--- src/verilog/oc_retry_regs.svh ---
`ifndef OC_RETRY_REGS_SVH
`define OC_RETRY_REGS_SVH

// ==========================================================
// command codes
`define CMD_LV_THRESHOLD  8'h48
`define CMD_TIME_UNIT     8'hc8
`define CMD_FAULT_ACTION  8'he0
`define CMD_FAULT_STATUS  8'he1
`define CMD_CLEAR_FAULTS  8'he2

// ==========================================================
// fault action fields
`define ACT_MODE_HI       7
`define ACT_MODE_LO       6
`define ACT_RETRY_HI      5
`define ACT_RETRY_LO      3
`define ACT_DELAY_HI      2
`define ACT_DELAY_LO      0

// ==========================================================
// status fields
`define STAT_OC_FAULT     0
`define STAT_LATCHED_OFF  1
`define STAT_LIMITING     2
`define STAT_LEFT_LO      4
`define STAT_LEFT_HI      6

// ==========================================================
// reset values and the endless-retry code
`define LV_THRESHOLD_RST  16'h0000
`define TIME_UNIT_RST     16'h0028
`define FAULT_ACTION_RST  8'hc0
`define RETRY_FOREVER     3'h7

`endif
--- src/verilog/oc_retry_pkg.sv ---
package oc_retry_pkg;
  typedef enum logic [1:0] {
    MODE_IGNORE,
    MODE_COND_LIMIT,
    MODE_DELAY_LIMIT,
    MODE_DISABLE
  } oc_mode_e;

  typedef enum logic [2:0] {
    ST_OFF,
    ST_RUN,
    ST_LIMIT_DELAY,
    ST_RETRY_WAIT,
    ST_LATCHED
  } oc_state_e;
endpackage

--- src/verilog/delay_if.sv ---
`timescale 1ns/1ps
interface delay_if #(
  parameter int UNIT_W = 16
);
  logic              start;
  logic [2:0]        shift;
  logic [UNIT_W-1:0] unit;
  logic              done;

  modport ctrl  (output start, output shift, output unit, input done);
  modport timer (input start, input shift, input unit, output done);
endinterface

--- src/verilog/delay_timer.sv ---
`timescale 1ns/1ps
module delay_timer #(
  parameter int UNIT_W = 16
) (
  input  wire logic clock_i,
  input  wire logic rst_n_i,
  delay_if.timer    tmr
);
  localparam int CNT_W = UNIT_W + 8;

  logic [CNT_W-1:0] cnt_r;
  logic             done_r;
  wire  [CNT_W-1:0] load_val;
  wire  [CNT_W-1:0] load_min;

  // ==========================================================
  // load value
  // a zero time unit still waits one cycle so the sequence advances
  assign load_val = {{(CNT_W-UNIT_W){1'b0}}, tmr.unit} << tmr.shift;
  assign load_min = (load_val == '0) ? {{(CNT_W-1){1'b0}}, 1'b1} : load_val;

  // ==========================================================
  // down counter
  always_ff @(posedge clock_i or negedge rst_n_i) begin
    if (!rst_n_i) begin
      cnt_r  <= '0;
      done_r <= 1'b0;
    end else if (tmr.start) begin
      cnt_r  <= load_min;
      done_r <= 1'b0;
    end else begin
      cnt_r  <= (cnt_r != '0) ? cnt_r - 1'b1 : cnt_r;
      done_r <= (cnt_r == {{(CNT_W-1){1'b0}}, 1'b1});
    end
  end

  assign tmr.done = done_r;
endmodule

--- src/verilog/oc_fault_retry.sv ---
`timescale 1ns/1ps
`include "oc_retry_regs.svh"
module oc_fault_retry
  import oc_retry_pkg::*;
#(
  parameter int UNIT_W = 16
) (
  input  wire logic        clock_i,
  input  wire logic        rst_n_i,
  input  wire logic [7:0]  cmd_code_i,
  input  wire logic [15:0] wr_data_i,
  input  wire logic        wr_en_i,
  output logic      [15:0] rd_data_o,
  input  wire logic        oc_detect_i,
  input  wire logic        on_request_i,
  input  wire logic        bias_ok_i,
  input  wire logic        other_fault_i,
  input  wire logic [15:0] vout_i,
  output logic             output_enable_o,
  output logic             current_limit_o,
  output logic             oc_fault_o,
  output logic             alert_o
);
  // the 16-bit write data and the read mux serve at most a 16-bit unit
  if (UNIT_W < 1 || UNIT_W > 16) begin : g_bad_unit_w
    $error("UNIT_W must be 1 to 16");
  end

  // ==========================================================
  // attempts allowed by a retry code
  function automatic logic [2:0] retry_allow(input logic [2:0] code);
    retry_allow = code;
  endfunction

  // ==========================================================
  // pin synchronisers
  logic [2:0] sync1_r;
  logic [2:0] sync2_r;
  always_ff @(posedge clock_i or negedge rst_n_i) begin
    if (!rst_n_i) begin
      sync1_r <= 3'h0;
      sync2_r <= 3'h0;
    end else begin
      sync1_r <= {bias_ok_i, on_request_i, oc_detect_i};
      sync2_r <= sync1_r;
    end
  end
  wire oc_s   = sync2_r[0];
  wire on_s   = sync2_r[1];
  wire bias_s = sync2_r[2];

  // ==========================================================
  // registers
  logic [15:0]       lv_threshold_r;
  logic [UNIT_W-1:0] time_unit_r;
  logic [7:0]        fault_action_r;
  logic              oc_fault_r;
  logic              alert_r;
  logic [2:0]        left_r;
  logic [2:0]        left_nxt;
  oc_state_e         state_r;
  oc_state_e         state_nxt;
  logic              proving_r;
  logic              proving_nxt;
  logic [15:0]       rd_data_r;
  logic              out_en_r;
  logic              limit_r;

  wire oc_mode_e mode   =
    oc_mode_e'(fault_action_r[`ACT_MODE_HI:`ACT_MODE_LO]);
  wire [2:0] retry_code = fault_action_r[`ACT_RETRY_HI:`ACT_RETRY_LO];
  wire [2:0] delay_code = fault_action_r[`ACT_DELAY_HI:`ACT_DELAY_LO];
  wire       forever_on = (retry_code == `RETRY_FOREVER);

  // ==========================================================
  // command decode
  wire wr_thr   = wr_en_i && (cmd_code_i == `CMD_LV_THRESHOLD);
  wire wr_unit  = wr_en_i && (cmd_code_i == `CMD_TIME_UNIT);
  wire wr_act   = wr_en_i && (cmd_code_i == `CMD_FAULT_ACTION);
  wire clear    = wr_en_i && (cmd_code_i == `CMD_CLEAR_FAULTS);
  // unsigned compare, both in 2^-11 volt counts
  wire vout_low = (vout_i < lv_threshold_r);
  wire may_run  = on_s && bias_s && !other_fault_i;

  // ==========================================================
  // read back
  wire [15:0] status_word = {9'h000, left_r, 1'b0,
                             limit_r, (state_r == ST_LATCHED), oc_fault_r};
  wire [15:0] rd_mux;
  assign rd_mux =
    (cmd_code_i == `CMD_LV_THRESHOLD) ? lv_threshold_r :
    (cmd_code_i == `CMD_TIME_UNIT)    ? 16'(time_unit_r) :
    (cmd_code_i == `CMD_FAULT_ACTION) ? {8'h00, fault_action_r} :
    (cmd_code_i == `CMD_FAULT_STATUS) ? status_word : 16'h0000;

  // ==========================================================
  // delay timer
  delay_if #(.UNIT_W(UNIT_W)) dly ();
  logic start_w;
  assign dly.start = start_w;
  assign dly.shift = delay_code;
  assign dly.unit  = time_unit_r;

  delay_timer #(.UNIT_W(UNIT_W)) u_timer (
    .clock_i (clock_i),
    .rst_n_i (rst_n_i),
    .tmr     (dly.timer)
  );

  // ==========================================================
  // fault sequencer
  logic shut_w;
  always_comb begin
    state_nxt   = state_r;
    left_nxt    = left_r;
    proving_nxt = proving_r;
    start_w     = 1'b0;
    shut_w      = 1'b0;
    case (state_r)
      ST_OFF: begin
        if (may_run) begin
          state_nxt = ST_RUN;
          left_nxt  = retry_allow(retry_code);
        end
      end
      ST_RUN: begin
        if (proving_r && dly.done && !oc_s) begin
          proving_nxt = 1'b0;
          left_nxt    = retry_allow(retry_code);
        end
        if (oc_s) begin
          case (mode)
            MODE_IGNORE: shut_w = 1'b0;
            MODE_COND_LIMIT: shut_w = vout_low;
            MODE_DELAY_LIMIT: begin
              state_nxt = ST_LIMIT_DELAY;
              start_w   = 1'b1;
            end
            default: shut_w = 1'b1;
          endcase
        end
      end
      ST_LIMIT_DELAY: begin
        if (!oc_s) begin
          state_nxt = ST_RUN;
        end else if (dly.done) begin
          shut_w = 1'b1;
        end
      end
      ST_RETRY_WAIT: begin
        if (dly.done) begin
          state_nxt   = ST_RUN;
          proving_nxt = 1'b1;
          start_w     = 1'b1;
        end
      end
      default: begin
        state_nxt = ST_LATCHED;
      end
    endcase
    if (shut_w) begin
      proving_nxt = 1'b0;
      if (forever_on) begin
        state_nxt = ST_RETRY_WAIT;
        start_w   = 1'b1;
      end else if (left_r == 3'h0) begin
        state_nxt = ST_LATCHED;
      end else begin
        state_nxt = ST_RETRY_WAIT;
        left_nxt  = left_r - 3'h1;
        start_w   = 1'b1;
      end
    end
    if (clear && state_r == ST_LATCHED) begin
      state_nxt = ST_OFF;
      left_nxt  = retry_allow(retry_code);
    end
    if (!may_run) begin
      state_nxt   = ST_OFF;
      proving_nxt = 1'b0;
    end
  end

  // a new over-current event in the clear cycle keeps the flag set
  wire oc_event = oc_s && (state_r == ST_RUN);

  always_ff @(posedge clock_i or negedge rst_n_i) begin
    if (!rst_n_i) begin
      lv_threshold_r <= `LV_THRESHOLD_RST;
      time_unit_r    <= UNIT_W'(`TIME_UNIT_RST);
      fault_action_r <= `FAULT_ACTION_RST;
      state_r        <= ST_OFF;
      left_r         <= 3'h0;
      proving_r      <= 1'b0;
      oc_fault_r     <= 1'b0;
      alert_r        <= 1'b0;
      rd_data_r      <= 16'h0000;
      out_en_r       <= 1'b0;
      limit_r        <= 1'b0;
    end else begin
      if (wr_thr) lv_threshold_r <= wr_data_i;
      if (wr_unit) time_unit_r <= wr_data_i[UNIT_W-1:0];
      if (wr_act) fault_action_r <= wr_data_i[7:0];
      state_r    <= state_nxt;
      left_r     <= left_nxt;
      proving_r  <= proving_nxt;
      oc_fault_r <= oc_event | (oc_fault_r & ~clear);
      alert_r    <= oc_event | (alert_r & ~clear);
      rd_data_r  <= rd_mux;
      out_en_r   <= (state_nxt == ST_RUN) || (state_nxt == ST_LIMIT_DELAY);
      limit_r    <= oc_s && ((state_nxt == ST_RUN)
                             || (state_nxt == ST_LIMIT_DELAY));
    end
  end

  // ==========================================================
  // outputs
  assign rd_data_o       = rd_data_r;
  assign output_enable_o = out_en_r;
  assign current_limit_o = limit_r;
  assign oc_fault_o      = oc_fault_r;
  assign alert_o         = alert_r;
endmodule

--- config.mk ---
export PLATFORM = sky130hd
export DESIGN_NAME = oc_fault_retry
export DESIGN_NICKNAME = d
export VERILOG_FILES = /design/src/verilog/oc_retry_pkg.sv /design/src/verilog/delay_if.sv /design/src/verilog/delay_timer.sv /design/src/verilog/oc_fault_retry.sv
export VERILOG_INCLUDE_DIRS = /design/src /design/src/verilog
export SDC_FILE = /design/constraint.sdc
export NUM_CORES = 1
export LEC_CHECK = 0
export ABC_AREA = 1
export BUFFER_PORTS_ARGS = -buffer_cell sky130_fd_sc_hd__clkbuf_2
export CORE_AREA = 2 2 107 109
export DETAILED_ROUTE_END_ITERATION = 8
export DIE_AREA = 0 0 109 111
export PLACE_DENSITY_LB_ADDON = 0.25
export REMOVE_ABC_BUFFERS = 1
export SLEW_MARGIN = 0
export SYNTH_ARGS = -nofsm -noshare
export SYNTH_HDL_FRONTEND = slang
export SYNTH_SLANG_ARGS = --single-unit
--- constraint.sdc ---
create_clock -name clock_i -period 1.87 [get_ports clock_i]
set_input_delay 0.187 -clock clock_i [delete_from_list [all_inputs] [get_ports clock_i]]
set_output_delay 0.187 -clock clock_i [all_outputs]
set_load 0.02 [all_outputs]
==> results.txt <==
----------------------------------------------------
[Outcome]
  Result of the run ... finished, violations left
  Violations in the final reports ... negative setup slack

[Drt]
  Violation count after the first detailed-routing iteration ... 469
  Total length of routed wires ... 16.18 mm
  Total iterations of the first detailed-routing run ... 7
  Number of vias per cell after detailed routing ... 5.315
  Remaining number of nets flagged by the antenna check after routing ... 0
  Per-cell routed wire length ... 15.45 um
  Residual DRC ... 0
  Overall via count from detail_route ... 5,565

[Setup path]
  FF-to-FF End ... left_r[0]
  Kind of critical path ... register to register
  Startpoint kind of the worst setup timing path ... register
  Critical path capture point type ... register
  Critical path required time ... 2140 ps
  Reg2reg start ... lv_threshold_r[9]
  Register-to-Register Setup Slack ... -360 ps
  Largest fanout on the critical path ... 5
  FF-to-FF path depth ... 16
  Arrival @ worst endpoint ... 2500 ps

[Yosys]
  Mean area per synthesized cell ... 7.736 um^2
  Total of warnings raised by yosys ... 0
  Share of async-settable or async-resettable flops after synthesis ... 100.0%
  Number of flops mapped to enable cells by yosys ... 0
  Top cells by area, synth ... sky130_fd_sc_hd__dfrtp_1 (41%), sky130_fd_sc_hd__nand2_1 (11%), sky130_fd_sc_hd__o21ai_0 (8.0%)
  Number of register bits inferred by synthesis ... 98
  Cells after synthesis ... 737
  Cell taking the most area after synthesis ... sky130_fd_sc_hd__dfrtp_1
  Count of distinct cell types in the synthesized netlist ... 49
  Cell area after technology mapping ... 0.005702 mm^2
  Sequential-to-total area share from yosys stat ... 43.10%
  Area share of the leading cell type in the synthesized netlist ... 41.26%
  Ys flop type ... sky130_fd_sc_hd__dfrtp_1

[Timing]
  Final-layout worst hold slack ... 78.34 ps
  Pin slew with the least headroom to its limit ... 538.6 ps
  Peak clock frequency supported by timing ... 448.0 MHz
  Final critical-path setup slack ... -362.3 ps
  Final setup violating endpoints ... 34
  Number of pins with negative max-slew slack in the final report ... 0
  Setup skew after layout ... 8.900 ps
  Number of endpoints with negative hold slack in the final report ... 0
  Final period demand of the worst path ... 2232 ps
  Total negative slack for setup checks ... -8783 ps
  Fin crit share ... 119.4%
  Relative slew slack ... 63.82%
  Unrepaired setup endpoints after global routing ... yes

[Floorplanning]
  Y dimension of the die ... 111 um
  Initial cell density of the core ... 51.47%
  Horizontal die dimension ... 109 um
  Number of placed I/O pins ... 67
  Die outline area ... 0.01210 mm^2
  Area of the core ... 0.01108 mm^2
  Site row count ... 39

[Power]
  LEAKAGE ... 3.739 nW
  Sequential group share of total power ... 41.3%
  Switching power as a share of total power ... 29.55%
  Maximum ir drop on the vdd rail ... 0.7124 mV
  Internal power consumption ... 4.235 mW
  Power share of the clock group ... 34.2%
  Power per cell area ... 773.4 mW/mm^2
  Power share of the combinational group ... 24.5%
  Total net switching power ... 1.776 mW

[Cells and area]
  Area of combinational cells with multiple inputs ... 0.003172 mm^2
  Nets ... 965
  Cell area after layout ... 0.007772 mm^2
  Layout fillers ... 812
  Commonest non-fill, non-tap cell in the layout ... sky130_fd_sc_hd__nand2_1
  Sequential Area ... 0.002457 mm^2
  Commonest cells after routing, fill and taps aside ... sky130_fd_sc_hd__nand2_1 (151), sky130_fd_sc_hd__dfrtp_1 (94), sky130_fd_sc_hd__inv_1 (90), sky130_fd_sc_hd__buf_4 (90), sky130_fd_sc_hd__o21ai_0 (78)
  Layout cell share with drive strength beyond 1 ... 32.52%
  Number of antenna diodes ... 0
  Area added between synthesis and finish ... 36.32%

[Placed design]
  Quantity of I/O buffers inserted on ports ... 66
  Estimated wirelength of the detail-placed design ... 11.23 mm
  Area after DPL ... 0.006820 mm^2
  Placement-stage worst setup slack ... -529.7 ps
  Global placer's final weighted congestion ... 0.9462

[Worst hold path]
  Class of the most critical hold timing path ... input pin to register
  Hold Crit Depth ... 3
  Sink of the worst hold path ... dly.unit[8]
  Hold path startpoint ... wr_data_i[8]

[Clocking]
  Number of H-tree branching levels ... 3
  TritonCTS clock tree ... built
  Clock edge transition at the registers on the reported setup and hold paths ... 70 ps
  Skew-Pair Late Insertion Delay ... 360 ps
  Number of sinks on the clock net ... 98
  Maximum clock path buffer count ... 2
  Root buf cell ... sky130_fd_sc_hd__clkbuf_16
  TritonCTS buffer count ... 9

[Global routing]
  Number of antenna violations at the first check in global routing ... 0
  First-pass GRT wire length ... 24.92 mm
  Global-route usage over all layers ... 26.21%
  Vias in the first global route ... 5,302
  Pin count of the biggest net entering global routing ... 43
  Overflow left after global routing ... 0

[Job]
  Number of maximum-capacitance constraint violations ... 0

----------------------------------------------------
==> layout make-up <==
cell class / count / share of cell area [%]
Multi-Input combinational cell: 511 / 40.81
Sequential cell: 98 / 31.62
Timing Repair Buffer: 174 / 15.95
Inverter: 105 / 5.071
Clock inverter: 4 / 0.9498
Clock buffer: 12 / 3.300
Tap cell: 143 / 2.302
==> registers in the layout, indices dropped and copies added, names as in the netlist <==
name / flops
dly.unit: 16
sync2_r: 3
left_r: 3
proving_r: 1
state_r: 3
alert_o: 1
lv_threshold_r: 16
u_timer.tmr.done: 1
oc_fault_o: 1
current_limit_o: 1
output_enable_o: 1
fault_action_r: 8
u_timer.cnt_r: 24
rd_data_o: 16
sync1_r: 3
==> layer usage <==
metal,part of all wire (%),GRT usage [%],vias to the layer above
met5,0,0,-
met4,2.0,6.923,0
met3,4.9,5.232,36
met2,50,42.77,176
met1,43,35.53,2610
li1,-,-,2743
==> cells by family after synthesis <==
group	after synthesis	share of synthesized area (%)
muxes	3	0.5267
AOI/OAI and AO/OA	155	14.99
buffers and inverters	128	8.865
xor gates and xnor gates	20	3.072
DFF	98	43.10
adders and majority gates	19	4.169
and+or+nand+nor	314	25.28
==> worst max-delay path by stage <==
stage                            start                 to  slack, ps
global placement    lv_threshold_r[15]   u_timer.tmr.done       -460
global route         lv_threshold_r[9]          left_r[0]       -480
CTS                 lv_threshold_r[14]  u_timer.cnt_r[17]       -310
floorplan           lv_threshold_r[15]  u_timer.cnt_r[22]       -190
detailed placement  lv_threshold_r[15]   u_timer.tmr.done       -530
finish               lv_threshold_r[9]          left_r[0]       -360
==> synthesized netlist by cell type, types with 2 or more instances <==
library cell               count
sky130_fd_sc_hd__a21oi_1      18
sky130_fd_sc_hd__a221oi_1      3
sky130_fd_sc_hd__a31oi_1       4
sky130_fd_sc_hd__buf_2         5
sky130_fd_sc_hd__buf_4         3
sky130_fd_sc_hd__clkbuf_1     14
sky130_fd_sc_hd__dfrtp_1      94
sky130_fd_sc_hd__dfstp_2       4
sky130_fd_sc_hd__ha_1         19
sky130_fd_sc_hd__inv_1       102
sky130_fd_sc_hd__inv_2         2
sky130_fd_sc_hd__mux2i_1       3
sky130_fd_sc_hd__nand2_1     173
sky130_fd_sc_hd__nand2_2       5
sky130_fd_sc_hd__nand3_1      32
sky130_fd_sc_hd__nand3_2       4
sky130_fd_sc_hd__nand4_1      11
sky130_fd_sc_hd__nor2_1       51
sky130_fd_sc_hd__nor2_2        4
sky130_fd_sc_hd__nor2_4        5
sky130_fd_sc_hd__nor3_1       13
sky130_fd_sc_hd__nor4_1        5
sky130_fd_sc_hd__o211a_1       2
sky130_fd_sc_hd__o21ai_0      91
sky130_fd_sc_hd__o21ai_1      16
sky130_fd_sc_hd__o221ai_1      2
sky130_fd_sc_hd__o22ai_1      10
sky130_fd_sc_hd__o31ai_1       3
sky130_fd_sc_hd__xnor2_1       5
sky130_fd_sc_hd__xor2_1       15
==> worst max-delay path: stages (launching register included) <==
cell and delay, ps:
sky130_fd_sc_hd__dfrtp_1 390, sky130_fd_sc_hd__inv_1 110, sky130_fd_sc_hd__ha_4 220, sky130_fd_sc_hd__a21oi_2 150, sky130_fd_sc_hd__o21ai_2 80, sky130_fd_sc_hd__a21oi_2 200
sky130_fd_sc_hd__nand2_2 100, sky130_fd_sc_hd__nand2_2 70, sky130_fd_sc_hd__nand2_2 60, sky130_fd_sc_hd__nand2_4 110, sky130_fd_sc_hd__nand2_4 60, sky130_fd_sc_hd__buf_6 150
sky130_fd_sc_hd__nor2_4 150, sky130_fd_sc_hd__nand2_2 70, sky130_fd_sc_hd__nand2_1 60, sky130_fd_sc_hd__nand3_1 70, sky130_fd_sc_hd__o21ai_1 110
==> metrics by stage <==
stage                     std cells  util [%]  total power [mW]
after floorplan                 714         -             3.144
after global placement         1017     61.57             3.704
after detailed placement       1017     61.57             3.745
after CTS                      1041     66.63             5.809
after global routing           1047     70.17             6.278
final                          1047     70.17             6.011
==> timing repair <==
action                     4_1_cts  5_1_grt
hold endpoints to repair        33        0
hold buffers                     4        0
buffers inserted                 4        6
pin swaps                        9       28
resized for setup               33       93
gates cloned                     1        1
setup endpoints to repair       34       34
==> power by group through the flow <==
stage / Combinational [mW] / Clock (mW) / Sequential, mW
detailed placement: 1.25 / 0 / 2.50
global placement: 1.22 / 0 / 2.49
global route: 1.62 / 2.16 / 2.50
finish: 1.47 / 2.05 / 2.48
floorplan: 0.636 / 0 / 2.51
CTS: 1.29 / 2.06 / 2.46
No activity file was read; power rests on OpenSTA's default activity.
